### src/sleep_wake_pkg.sv
package sleep_wake_pkg;

  // ==========================================================================
  // Register map
  // ==========================================================================
  localparam logic [7:0] CTRL_OFS   = 8'h00;
  localparam logic [7:0] STATUS_OFS = 8'h04;
  localparam logic [7:0] WDT_OFS    = 8'h08;

  localparam int CTRL_WDT_EN_BIT  = 0;
  localparam int CTRL_WAKE_EN_BIT = 1;
  localparam int CTRL_MASTER_CLEAR_IN_EN_BIT = 2;

  localparam int STATUS_SLEEP_BIT = 0;
  localparam int STATUS_PD_BIT    = 3;
  localparam int STATUS_TO_BIT    = 4;
  localparam int STATUS_WAKE_BIT  = 7;

  // ==========================================================================
  // Reset values
  // ==========================================================================
  localparam logic [2:0] CTRL_RST = 3'h7;

  // ==========================================================================
  // Timing
  // ==========================================================================
  localparam int CLK_HZ         = 100_000_000;
  localparam int CLK_PERIOD_NS  = 1_000_000_000 / CLK_HZ;
  localparam int DRT_POR_US     = 18_000;
  localparam int DRT_WARM_NS    = 10_000;
  localparam int WDT_PERIOD_US  = 18_000;
  localparam int DRT_POR_CYC    = DRT_POR_US * (CLK_HZ / 1_000_000);
  localparam int DRT_WARM_CYC   = DRT_WARM_NS / CLK_PERIOD_NS;
  localparam int WDT_PERIOD_CYC = WDT_PERIOD_US * (CLK_HZ / 1_000_000);
  localparam int WAKE_PINS      = 4;

  // ==========================================================================
  // Types
  // ==========================================================================
  typedef enum logic [1:0] {
    ST_DRT   = 2'b00,
    ST_RUN   = 2'b01,
    ST_SLEEP = 2'b10
  } pwr_state_t;

  typedef struct packed {
    logic master_clear_in_en;
    logic wake_en;
    logic wdt_en;
  } ctrl_t;

  typedef struct packed {
    logic wake_change_flag;
    logic timeout_flag_n;
    logic powerdown_flag_n;
  } flags_t;

  localparam flags_t FLAGS_POR = 3'h3;

endpackage

### src/wdt_timer.sv
`timescale 1ns/1ps

module wdt_timer
  import sleep_wake_pkg::*;
#(
  parameter int CYCLES = WDT_PERIOD_CYC,
  parameter int CNT_W  = $clog2(CYCLES) + 1
) (
  // Clock and reset
  input  wire logic             pclk,
  input  wire logic             presetn,
  input  wire logic             clk_en,
  // Control
  input  wire logic             enable,
  input  wire logic             clear,
  // Status
  output logic                  timeout,
  output logic [CNT_W-1:0]      count
);

  // ==========================================================================
  // Counter
  // ==========================================================================
  localparam logic [CNT_W-1:0] LAST = CNT_W'(CYCLES - 1);

  // The counter must hold CYCLES - 1, or the expiry count would be cut short.
  if (CYCLES < 2 || CNT_W < $clog2(CYCLES)) begin : g_bad_cycles
    $error("wdt_timer: CYCLES below 2 or CNT_W too narrow");
  end

  logic [CNT_W-1:0] count_r;
  logic [CNT_W-1:0] count_nxt;
  logic             timeout_r;
  logic             timeout_nxt;

  always_comb begin
    count_nxt   = count_r;
    timeout_nxt = 1'b0;
    if (clear || !enable) begin
      count_nxt = '0;
    end else if (count_r == LAST) begin
      count_nxt   = '0;
      timeout_nxt = 1'b1;
    end else begin
      count_nxt = count_r + 1'b1;
    end
  end

  always_ff @(posedge pclk or negedge presetn) begin
    if (!presetn) begin
      count_r   <= '0;
      timeout_r <= 1'b0;
    end else if (clk_en) begin
      count_r   <= count_nxt;
      timeout_r <= timeout_nxt;
    end
  end

  assign count   = count_r;
  assign timeout = timeout_r;
endmodule // wdt_timer

### src/sleep_wake_control.sv
`timescale 1ns/1ps

module sleep_wake_control
  import sleep_wake_pkg::*;
#(
  parameter int PIN_COUNT       = WAKE_PINS,
  parameter int DRT_POR_CYCLES  = DRT_POR_CYC,
  parameter int DRT_WARM_CYCLES = DRT_WARM_CYC,
  parameter int WDT_CYCLES      = WDT_PERIOD_CYC
) (
  // Clock, reset and enable
  input  wire logic                 pclk,
  input  wire logic                 presetn,
  input  wire logic                 clk_en,
  // APB slave
  input  wire logic                 psel,
  input  wire logic                 penable,
  input  wire logic                 pwrite,
  input  wire logic [7:0]           paddr,
  input  wire logic [31:0]          pwdata,
  output logic      [31:0]          prdata,
  output logic                      pready,
  output logic                      pslverr,
  // Core events
  input  wire logic                 sleep_exec,
  input  wire logic                 clrwdt_exec,
  input  wire logic                 port_access,
  // Pins
  input  wire logic                 master_clear_in,
  input  wire logic [PIN_COUNT-1:0] wake_pins,
  output logic                      master_clear_in_oe,
  // Power control
  output logic                      core_reset,
  output logic                      core_clk_en,
  output logic                      osc_drive_en,
  output logic                      io_hold
);

  // ==========================================================================
  // Elaboration checks
  // ==========================================================================
  localparam int DRT_MAX = (DRT_POR_CYCLES > DRT_WARM_CYCLES) ? DRT_POR_CYCLES
                                                                : DRT_WARM_CYCLES;
  localparam int DRT_W   = $clog2(DRT_MAX) + 1;
  localparam int WDT_W   = $clog2(WDT_CYCLES) + 1;
  localparam logic [DRT_W-1:0] DRT_POR_LOAD  = DRT_W'(DRT_POR_CYCLES - 1);
  localparam logic [DRT_W-1:0] DRT_WARM_LOAD = DRT_W'(DRT_WARM_CYCLES - 1);

  if (PIN_COUNT < 1 || PIN_COUNT > 8 || DRT_POR_CYCLES < 1 || DRT_WARM_CYCLES < 1
      || WDT_W > 32) begin : g_bad_params
    $error("sleep_wake_control: unsupported parameter values");
  end

  // ==========================================================================
  // Pin synchronisers
  // ==========================================================================
  // The pins are asynchronous to pclk, and pclk is the clock that keeps
  // running while the core clock is gated off in sleep.
  localparam int SYNC_W = PIN_COUNT + 1;

  logic [SYNC_W-1:0] sync1_r;
  logic [SYNC_W-1:0] sync2_r;
  logic [SYNC_W-1:0] pins_raw;

  assign pins_raw = {master_clear_in, wake_pins};

  for (genvar i = 0; i < SYNC_W; i++) begin : g_sync
    always_ff @(posedge pclk or negedge presetn) begin
      if (!presetn) begin
        sync1_r[i] <= 1'b1;
        sync2_r[i] <= 1'b1;
      end else if (clk_en) begin
        sync1_r[i] <= pins_raw[i];
        sync2_r[i] <= sync1_r[i];
      end
    end
  end

  ctrl_t                ctrl_r;
  logic                 master_clear_in_low;
  logic [PIN_COUNT-1:0] pins_s;

  assign master_clear_in_low = ctrl_r.master_clear_in_en && !sync2_r[PIN_COUNT];
  assign pins_s   = sync2_r[PIN_COUNT-1:0];

  // ==========================================================================
  // Port snapshot
  // ==========================================================================
  // Any port file or bit operation refreshes the snapshot; a stale snapshot
  // left from before sleep makes the device wake at once.
  logic [PIN_COUNT-1:0] snap_r;
  logic [PIN_COUNT-1:0] snap_nxt;
  logic                 pin_mismatch;

  always_comb begin
    snap_nxt = snap_r;
    if (port_access) begin
      snap_nxt = pins_s;
    end
  end

  always_ff @(posedge pclk or negedge presetn) begin
    if (!presetn) begin
      snap_r <= '1;
    end else if (clk_en) begin
      snap_r <= snap_nxt;
    end
  end

  assign pin_mismatch = |(pins_s ^ snap_r);

  // ==========================================================================
  // Watchdog
  // ==========================================================================
  pwr_state_t       state_r;
  pwr_state_t       state_nxt;
  logic             wdt_clear;
  logic             wdt_to;
  logic [WDT_W-1:0] wdt_count;

  wdt_timer #(
    .CYCLES  (WDT_CYCLES),
    .CNT_W   (WDT_W)
  ) u_wdt (
    .pclk    (pclk),
    .presetn (presetn),
    .clk_en  (clk_en),
    .enable  (ctrl_r.wdt_en),
    .clear   (wdt_clear),
    .timeout (wdt_to),
    .count   (wdt_count)
  );

  // ==========================================================================
  // Power sequencer
  // ==========================================================================
  flags_t           flags_r;
  flags_t           flags_nxt;
  logic [DRT_W-1:0] drt_r;
  logic [DRT_W-1:0] drt_nxt;

  always_comb begin
    state_nxt = state_r;
    flags_nxt = flags_r;
    drt_nxt   = drt_r;
    wdt_clear = clrwdt_exec;
    case (state_r)
      ST_DRT: begin
        wdt_clear = 1'b1;
        if (master_clear_in_low) begin
          drt_nxt = DRT_WARM_LOAD;
        end else if (drt_r == '0) begin
          state_nxt = ST_RUN;
        end else begin
          drt_nxt = drt_r - 1'b1;
        end
      end
      ST_RUN: begin
        if (master_clear_in_low) begin
          // Flags keep their values across a master-clear pulse.
          state_nxt = ST_DRT;
          drt_nxt   = DRT_WARM_LOAD;
        end else if (wdt_to) begin
          state_nxt                = ST_DRT;
          drt_nxt                  = DRT_WARM_LOAD;
          flags_nxt.timeout_flag_n = 1'b0;
          flags_nxt.wake_change_flag = 1'b0;
        end else if (sleep_exec) begin
          state_nxt                  = ST_SLEEP;
          wdt_clear                  = 1'b1;
          flags_nxt.timeout_flag_n   = 1'b1;
          flags_nxt.powerdown_flag_n = 1'b0;
        end
      end
      ST_SLEEP: begin
        // Each wake source restarts the core through the reset timer.
        if (master_clear_in_low) begin
          state_nxt = ST_DRT;
          drt_nxt   = DRT_WARM_LOAD;
          wdt_clear = 1'b1;
        end else if (wdt_to) begin
          state_nxt                  = ST_DRT;
          drt_nxt                    = DRT_WARM_LOAD;
          wdt_clear                  = 1'b1;
          flags_nxt.timeout_flag_n   = 1'b0;
          flags_nxt.wake_change_flag = 1'b0;
        end else if (ctrl_r.wake_en && pin_mismatch) begin
          state_nxt                  = ST_DRT;
          drt_nxt                    = DRT_WARM_LOAD;
          wdt_clear                  = 1'b1;
          flags_nxt.wake_change_flag = 1'b1;
          flags_nxt.timeout_flag_n   = 1'b1;
          flags_nxt.powerdown_flag_n = 1'b0;
        end
      end
      default: begin
        state_nxt = ST_DRT;
        drt_nxt   = DRT_WARM_LOAD;
      end
    endcase
  end

  always_ff @(posedge pclk or negedge presetn) begin
    if (!presetn) begin
      state_r <= ST_DRT;
      flags_r <= FLAGS_POR;
      drt_r   <= DRT_POR_LOAD;
    end else if (clk_en) begin
      state_r <= state_nxt;
      flags_r <= flags_nxt;
      drt_r   <= drt_nxt;
    end
  end

  // The watchdog reset stays inside; the master-clear pin is input only.
  assign master_clear_in_oe      = 1'b0;
  assign core_reset   = (state_r == ST_DRT);
  assign core_clk_en  = (state_r == ST_RUN);
  assign osc_drive_en = (state_r != ST_SLEEP);
  assign io_hold      = (state_r == ST_SLEEP);

  // ==========================================================================
  // APB registers
  // ==========================================================================
  logic        addr_hit;
  logic        wr_en;
  logic [31:0] rd_data;
  logic [31:0] prdata_r;
  logic [31:0] prdata_nxt;
  ctrl_t       ctrl_nxt;

  assign addr_hit = (paddr == CTRL_OFS) || (paddr == STATUS_OFS) || (paddr == WDT_OFS);
  assign wr_en    = psel && penable && pwrite && (paddr == CTRL_OFS);

  always_comb begin
    rd_data = 32'h0000_0000;
    case (paddr)
      CTRL_OFS: begin
        rd_data[2:0] = ctrl_r;
      end
      STATUS_OFS: begin
        rd_data[STATUS_SLEEP_BIT] = (state_r == ST_SLEEP);
        rd_data[STATUS_PD_BIT]    = flags_r.powerdown_flag_n;
        rd_data[STATUS_TO_BIT]    = flags_r.timeout_flag_n;
        rd_data[STATUS_WAKE_BIT]  = flags_r.wake_change_flag;
      end
      WDT_OFS: begin
        rd_data[WDT_W-1:0] = wdt_count;
      end
      default: begin
        rd_data = 32'h0000_0000;
      end
    endcase
  end

  always_comb begin
    ctrl_nxt   = ctrl_r;
    prdata_nxt = prdata_r;
    if (wr_en) begin
      ctrl_nxt.wdt_en  = pwdata[CTRL_WDT_EN_BIT];
      ctrl_nxt.wake_en = pwdata[CTRL_WAKE_EN_BIT];
      ctrl_nxt.master_clear_in_en = pwdata[CTRL_MASTER_CLEAR_IN_EN_BIT];
    end
    if (psel && !penable && !pwrite) begin
      prdata_nxt = rd_data;
    end
  end

  always_ff @(posedge pclk or negedge presetn) begin
    if (!presetn) begin
      ctrl_r   <= CTRL_RST;
      prdata_r <= 32'h0000_0000;
    end else if (clk_en) begin
      ctrl_r   <= ctrl_nxt;
      prdata_r <= prdata_nxt;
    end
  end

  // Zero wait states: the read word was captured in the setup cycle.
  assign prdata  = prdata_r;
  assign pready  = 1'b1;
  assign pslverr = psel && penable && !addr_hit;
endmodule // sleep_wake_control

### config.mk
export PLATFORM = sky130hd
export DESIGN_NAME = sleep_wake_control
export DESIGN_NICKNAME = d
export VERILOG_FILES = /design/src/sleep_wake_pkg.sv /design/src/wdt_timer.sv /design/src/sleep_wake_control.sv
export SDC_FILE = /design/constraint.sdc
export NUM_CORES = 1
export LEC_CHECK = 0
export ABC_AREA = 1
export BUFFER_PORTS_ARGS = -buffer_cell sky130_fd_sc_hd__buf_4
export CAP_MARGIN = 0
export CORE_MARGIN = 2
export CORE_UTILIZATION = 55
export DETAILED_ROUTE_END_ITERATION = 8
export PLACE_DENSITY = 0.78
export SLEW_MARGIN = 40
export SYNTH_ARGS = -nofsm -noshare
export SYNTH_HDL_FRONTEND = slang
export SYNTH_SLANG_ARGS = --single-unit
### constraint.sdc
create_clock -name pclk -period 4 [get_ports pclk]
set_input_delay 0.2 -clock pclk [delete_from_list [all_inputs] [get_ports pclk]]
set_output_delay 0.2 -clock pclk [all_outputs]
set_load 0.05 [all_outputs]
==> qor.yml <==
status:
  status: "completed"
worst_setup_path:
  critical_path_arrival_ns: 2.81
  timing.critical_path.cells: "inv_1 -> ha_1 -> inv_1 -> o21ai_4 -> nor2_4 -> nand2_1 -> o21ai_2"
  crit_start: "state_r[0]"
  critical_path.max_fanout: 28
  critical_path.n_buffers_inverters: 2
  cp_max_stage_delay_ns: 0.61
  cpMaxStageDelayCell: "sky130_fd_sc_hd__nor2_4"
  startpoint_type: "flop"
  timing.critical_path.required_ns: 4.30
  crit_type: "flop to flop"
  critical_path.top_delay_family: "simple AND/OR/NAND/NOR gates"
  critical_path.endpoint_type: "flop"
  timing.critical_path.mode_cell: "sky130_fd_sc_hd__inv_1"
  regToRegStartpoint: "state_r[0]"
timing:
  slew-limit-headroom_pct: 50.0
  timing.setup.tns_ns: 0
  hold_violations: 0
  grt_setup_unrepaired: "false"
  finalClockSkew_ns: 0.0114
  final.min_clock_period_ns: 2.51
  report.final.slew_viol_count: 0
  setup_viol_count_final: 0
  transition_time_of_the_tightest_slew_check_pin_ns: 0.749
  final.period_utilization_pct: 62.7
  timing.final.ws_setup_ns: 1.49
  fmax_ghz: 0.398
pwr:
  static-leakage-power_uw: 0.00298
  power.switching_fraction_pct: 43.9
  internal-power_uw: 1660
  clockPowerShare_pct: 20.1
  power.switching_uw: 1300
  p_per_area_nw_per_um2: 484
  power.ir.vdd_worst_mv: 0.391
  sequentialPowerShare_pct: 39.7
  comb_power_share_pct: 40.2
cells_and_area:
  area_growth_syn_to_layout_pct: 10.0
  layout-drive-gt1-share_pct: 19.0
  antenna_diode_count: 0
  final_net_count: 875
clocking:
  cts-buffers-inserted: 9
  cts.hold.buffers_added: 1
  clock_sinks: 89
  clock-root-buffer: "sky130_fd_sc_hd__clkbuf_8"
  cts_tree: "done"
  clock_tree.htree_level_count: 3
  cts_post_setup_buffers_inserted: 0
  clk_pin_slew_worst_paths_ns: 0.09
  worstSkewPairLatency_ns: 0.37
  clk_path_buf_depth: 2
  ctsResizeCount: 0
global_route:
  grt_antenna_before_repair: 0
  first_pass_grt_wire_length_um: 21700
  grt_start_max_net_pins: 57
  gr-usage-all-layers_pct: 24.3
  vias_in_the_first_global_route: 4734
  globalRouteOverflowTotal: 0
synth:
  gate_count_post_synth: 774
  synth_adder_area_share_pct: 1.58
  synth_area_leaders: "sky130_fd_sc_hd__dfrtp_1 24%, sky130_fd_sc_hd__nand2_1 19%, sky130_fd_sc_hd__dfstp_2 17%, sky130_fd_sc_hd__nor2_1 6.8%, sky130_fd_sc_hd__nand3_1 5.1%"
  synth_xor_area_share_pct: 3.00
  synth-edff-count: 0
  syn-mean-instance-area_um2: 7.18
  netlist.top_cell.by_area: "sky130_fd_sc_hd__dfrtp_1"
  synth.lib_cells_used.distinct: 41
  yosysSeqAreaShare_pct: 40.9
  synth-compound-area-share_pct: 6.22
  dominant_combinational_cell_family_by_area_after_synthesis: "simple AND/OR/NAND/NOR gates"
  synthMostInstantiatedCell: "sky130_fd_sc_hd__nand2_1"
  yosys_warnings: 0
  synth.cells.most_frequent: "277 x sky130_fd_sc_hd__nand2_1, 100 x sky130_fd_sc_hd__nor2_1, 61 x sky130_fd_sc_hd__inv_1"
  ys.flop_type: "sky130_fd_sc_hd__dfrtp_1"
  post-synth-top-area-fraction_pct: 24.3
  synth.area.mux_share_pct: 0
  synthSimpleGateAreaFrac_pct: 39.0
  synthArstFlopShare_pct: 100
  synthesis.area_um2: 5550
  number_of_synthesized_register_bits: 89
route:
  drt-initial-drc-count: 266
  post_drt_wl_per_cell_um: 13.3
  routed_via_density: 5.22
  drt_pre_antenna_iters: 5
  ant_nets: 0
  post-route-drc-count: 0
  routed_wl_um: 12700
  detailroute.via_count: 4967
hold_path:
  hp-start: "wake_pins[0]"
  hold_path_class: "primary input to flop"
floorplan:
  dieWidth_um: 104
  design.die.area_um2: 10900
  placement_rows: 36
  design.portCount: 93
  core_area_um2: 9770
  floorplan.die.height_um: 104
  initial_utilization_pct: 56.8
placement:
  buffer_ports.inserted: 51
  place.gp.congestion: 0.906
  dpl_worst_slack_ns: 1.55
  dp.final_hpwl_um: 9080
flow_run:
  max-cap-violations: 0
worst register-to-register path: cells and delay by family (launching register included):
family | cells | cell delay (ns)
buffers and inverters | 2 | 0.60
and+or+nand+nor | 2 | 0.80
AOI/OAI and AO/OA | 2 | 0.23
DFF | 1 | 0.40
adders and majority gates | 1 | 0.42
per-layer routing:
metal	vias to the layer above	GRT usage, %	part of all wire (%)	wire [um]
li1	2502	-	-	-
met1	2284	31.9	45	5680
met2	162	39.8	47	5900
met3	19	4.45	6.3	802
met4	0	9.85	2.1	266
met5	-	0	0	0
metrics by stage:
| step | hold WS [ns] | util, % | power [uW] | instances | area (um2) |
|---|---|---|---|---|---|
| after floorplan | -0.0956 | - | 2150 | 784 | 5590 |
| after detailed placement | 0.297 | 60.5 | 2370 | 935 | 5910 |
| after CTS | 0.00584 | 62.5 | 2970 | 952 | 6110 |
| after global routing | 0.0219 | 62.5 | 3180 | 952 | 6110 |
| after global placement | 0.292 | 60.5 | 2340 | 935 | 5910 |
| final | 0.0270 | 62.5 | 2960 | 952 | 6110 |
final cells by class:
cell class	count	area, um2
Fill cell	897	3660
Multi-Input combinational cell	590	2810
Sequential cell	89	2270
Timing Repair Buffer	55	415
Inverter	69	259
Tap cell	133	166
Clock buffer	10	138
Clock inverter	6	50.0
power groups by stage:
stage	logic (uW)	registers [uW]	clock network (uW)
2_1_floorplan	970	1180	0
3_3_place_gp	1160	1180	0
3_5_place_dp	1180	1190	0
4_1_cts	1190	1170	609
5_1_grt	1340	1190	648
6_report	1190	1170	593
kinds of logic after synthesis:
| family | Yosys count |
|---|---|
| other cells | 2 |
| compound gates | 53 |
| buf+inv | 105 |
| fa+ha+maj | 7 |
| simple gates | 499 |
| xor+xnor | 19 |
| flops | 89 |
state kept, by name (all words and copies together) (netlist names):
signal         cells
snap_r             4
sync2_r            1
prdata            22
u_wdt.timeout      1
drt_r             22
state_r            2
u_wdt.count       22
sync1_r            5
flags_r            3
ctrl_r             3
pins_s             4
path summary, 6_finish.rpt:
check,endpoint,slack (ns),depth (start not counted)
max,drt_r[3],1.49,7
min,sync1_r[0],0.03,3
max reg2reg,drt_r[3],1.49,7
min reg2reg,sync1_r[0],0.47,2
max in group asynchronous,ctrl_r[0],2.64,3
min in group asynchronous,prdata[16],0.43,2
layout by cell type, fill, tap and decap left out, types with 2 or more instances in the layout:
master	instances
sky130_fd_sc_hd__nor2_4	4
sky130_fd_sc_hd__nand2_1	277
sky130_fd_sc_hd__xnor2_1	4
sky130_fd_sc_hd__o21ai_1	2
sky130_fd_sc_hd__inv_2	8
sky130_fd_sc_hd__a31oi_1	4
sky130_fd_sc_hd__o21ai_2	10
sky130_fd_sc_hd__inv_1	61
sky130_fd_sc_hd__nand3_4	2
sky130_fd_sc_hd__dfstp_2	35
sky130_fd_sc_hd__nand4_1	22
sky130_fd_sc_hd__buf_4	54
sky130_fd_sc_hd__o22ai_1	2
sky130_fd_sc_hd__nand2_2	9
sky130_fd_sc_hd__o21ai_0	20
sky130_fd_sc_hd__nand3_1	57
sky130_fd_sc_hd__inv_6	2
sky130_fd_sc_hd__o31ai_1	5
sky130_fd_sc_hd__clkbuf_8	10
sky130_fd_sc_hd__clkinvlp_4	2
sky130_fd_sc_hd__nor4_1	2
sky130_fd_sc_hd__conb_1	12
sky130_fd_sc_hd__dfrtp_1	54
sky130_fd_sc_hd__xor2_1	15
sky130_fd_sc_hd__o21bai_1	2
sky130_fd_sc_hd__nor2_1	100
sky130_fd_sc_hd__nor2_2	13
sky130_fd_sc_hd__ha_1	7
sky130_fd_sc_hd__nor3_1	6
sky130_fd_sc_hd__a21oi_1	5
sky130_fd_sc_hd__clkinv_4	2
Power figures use the tool's default switching activity.
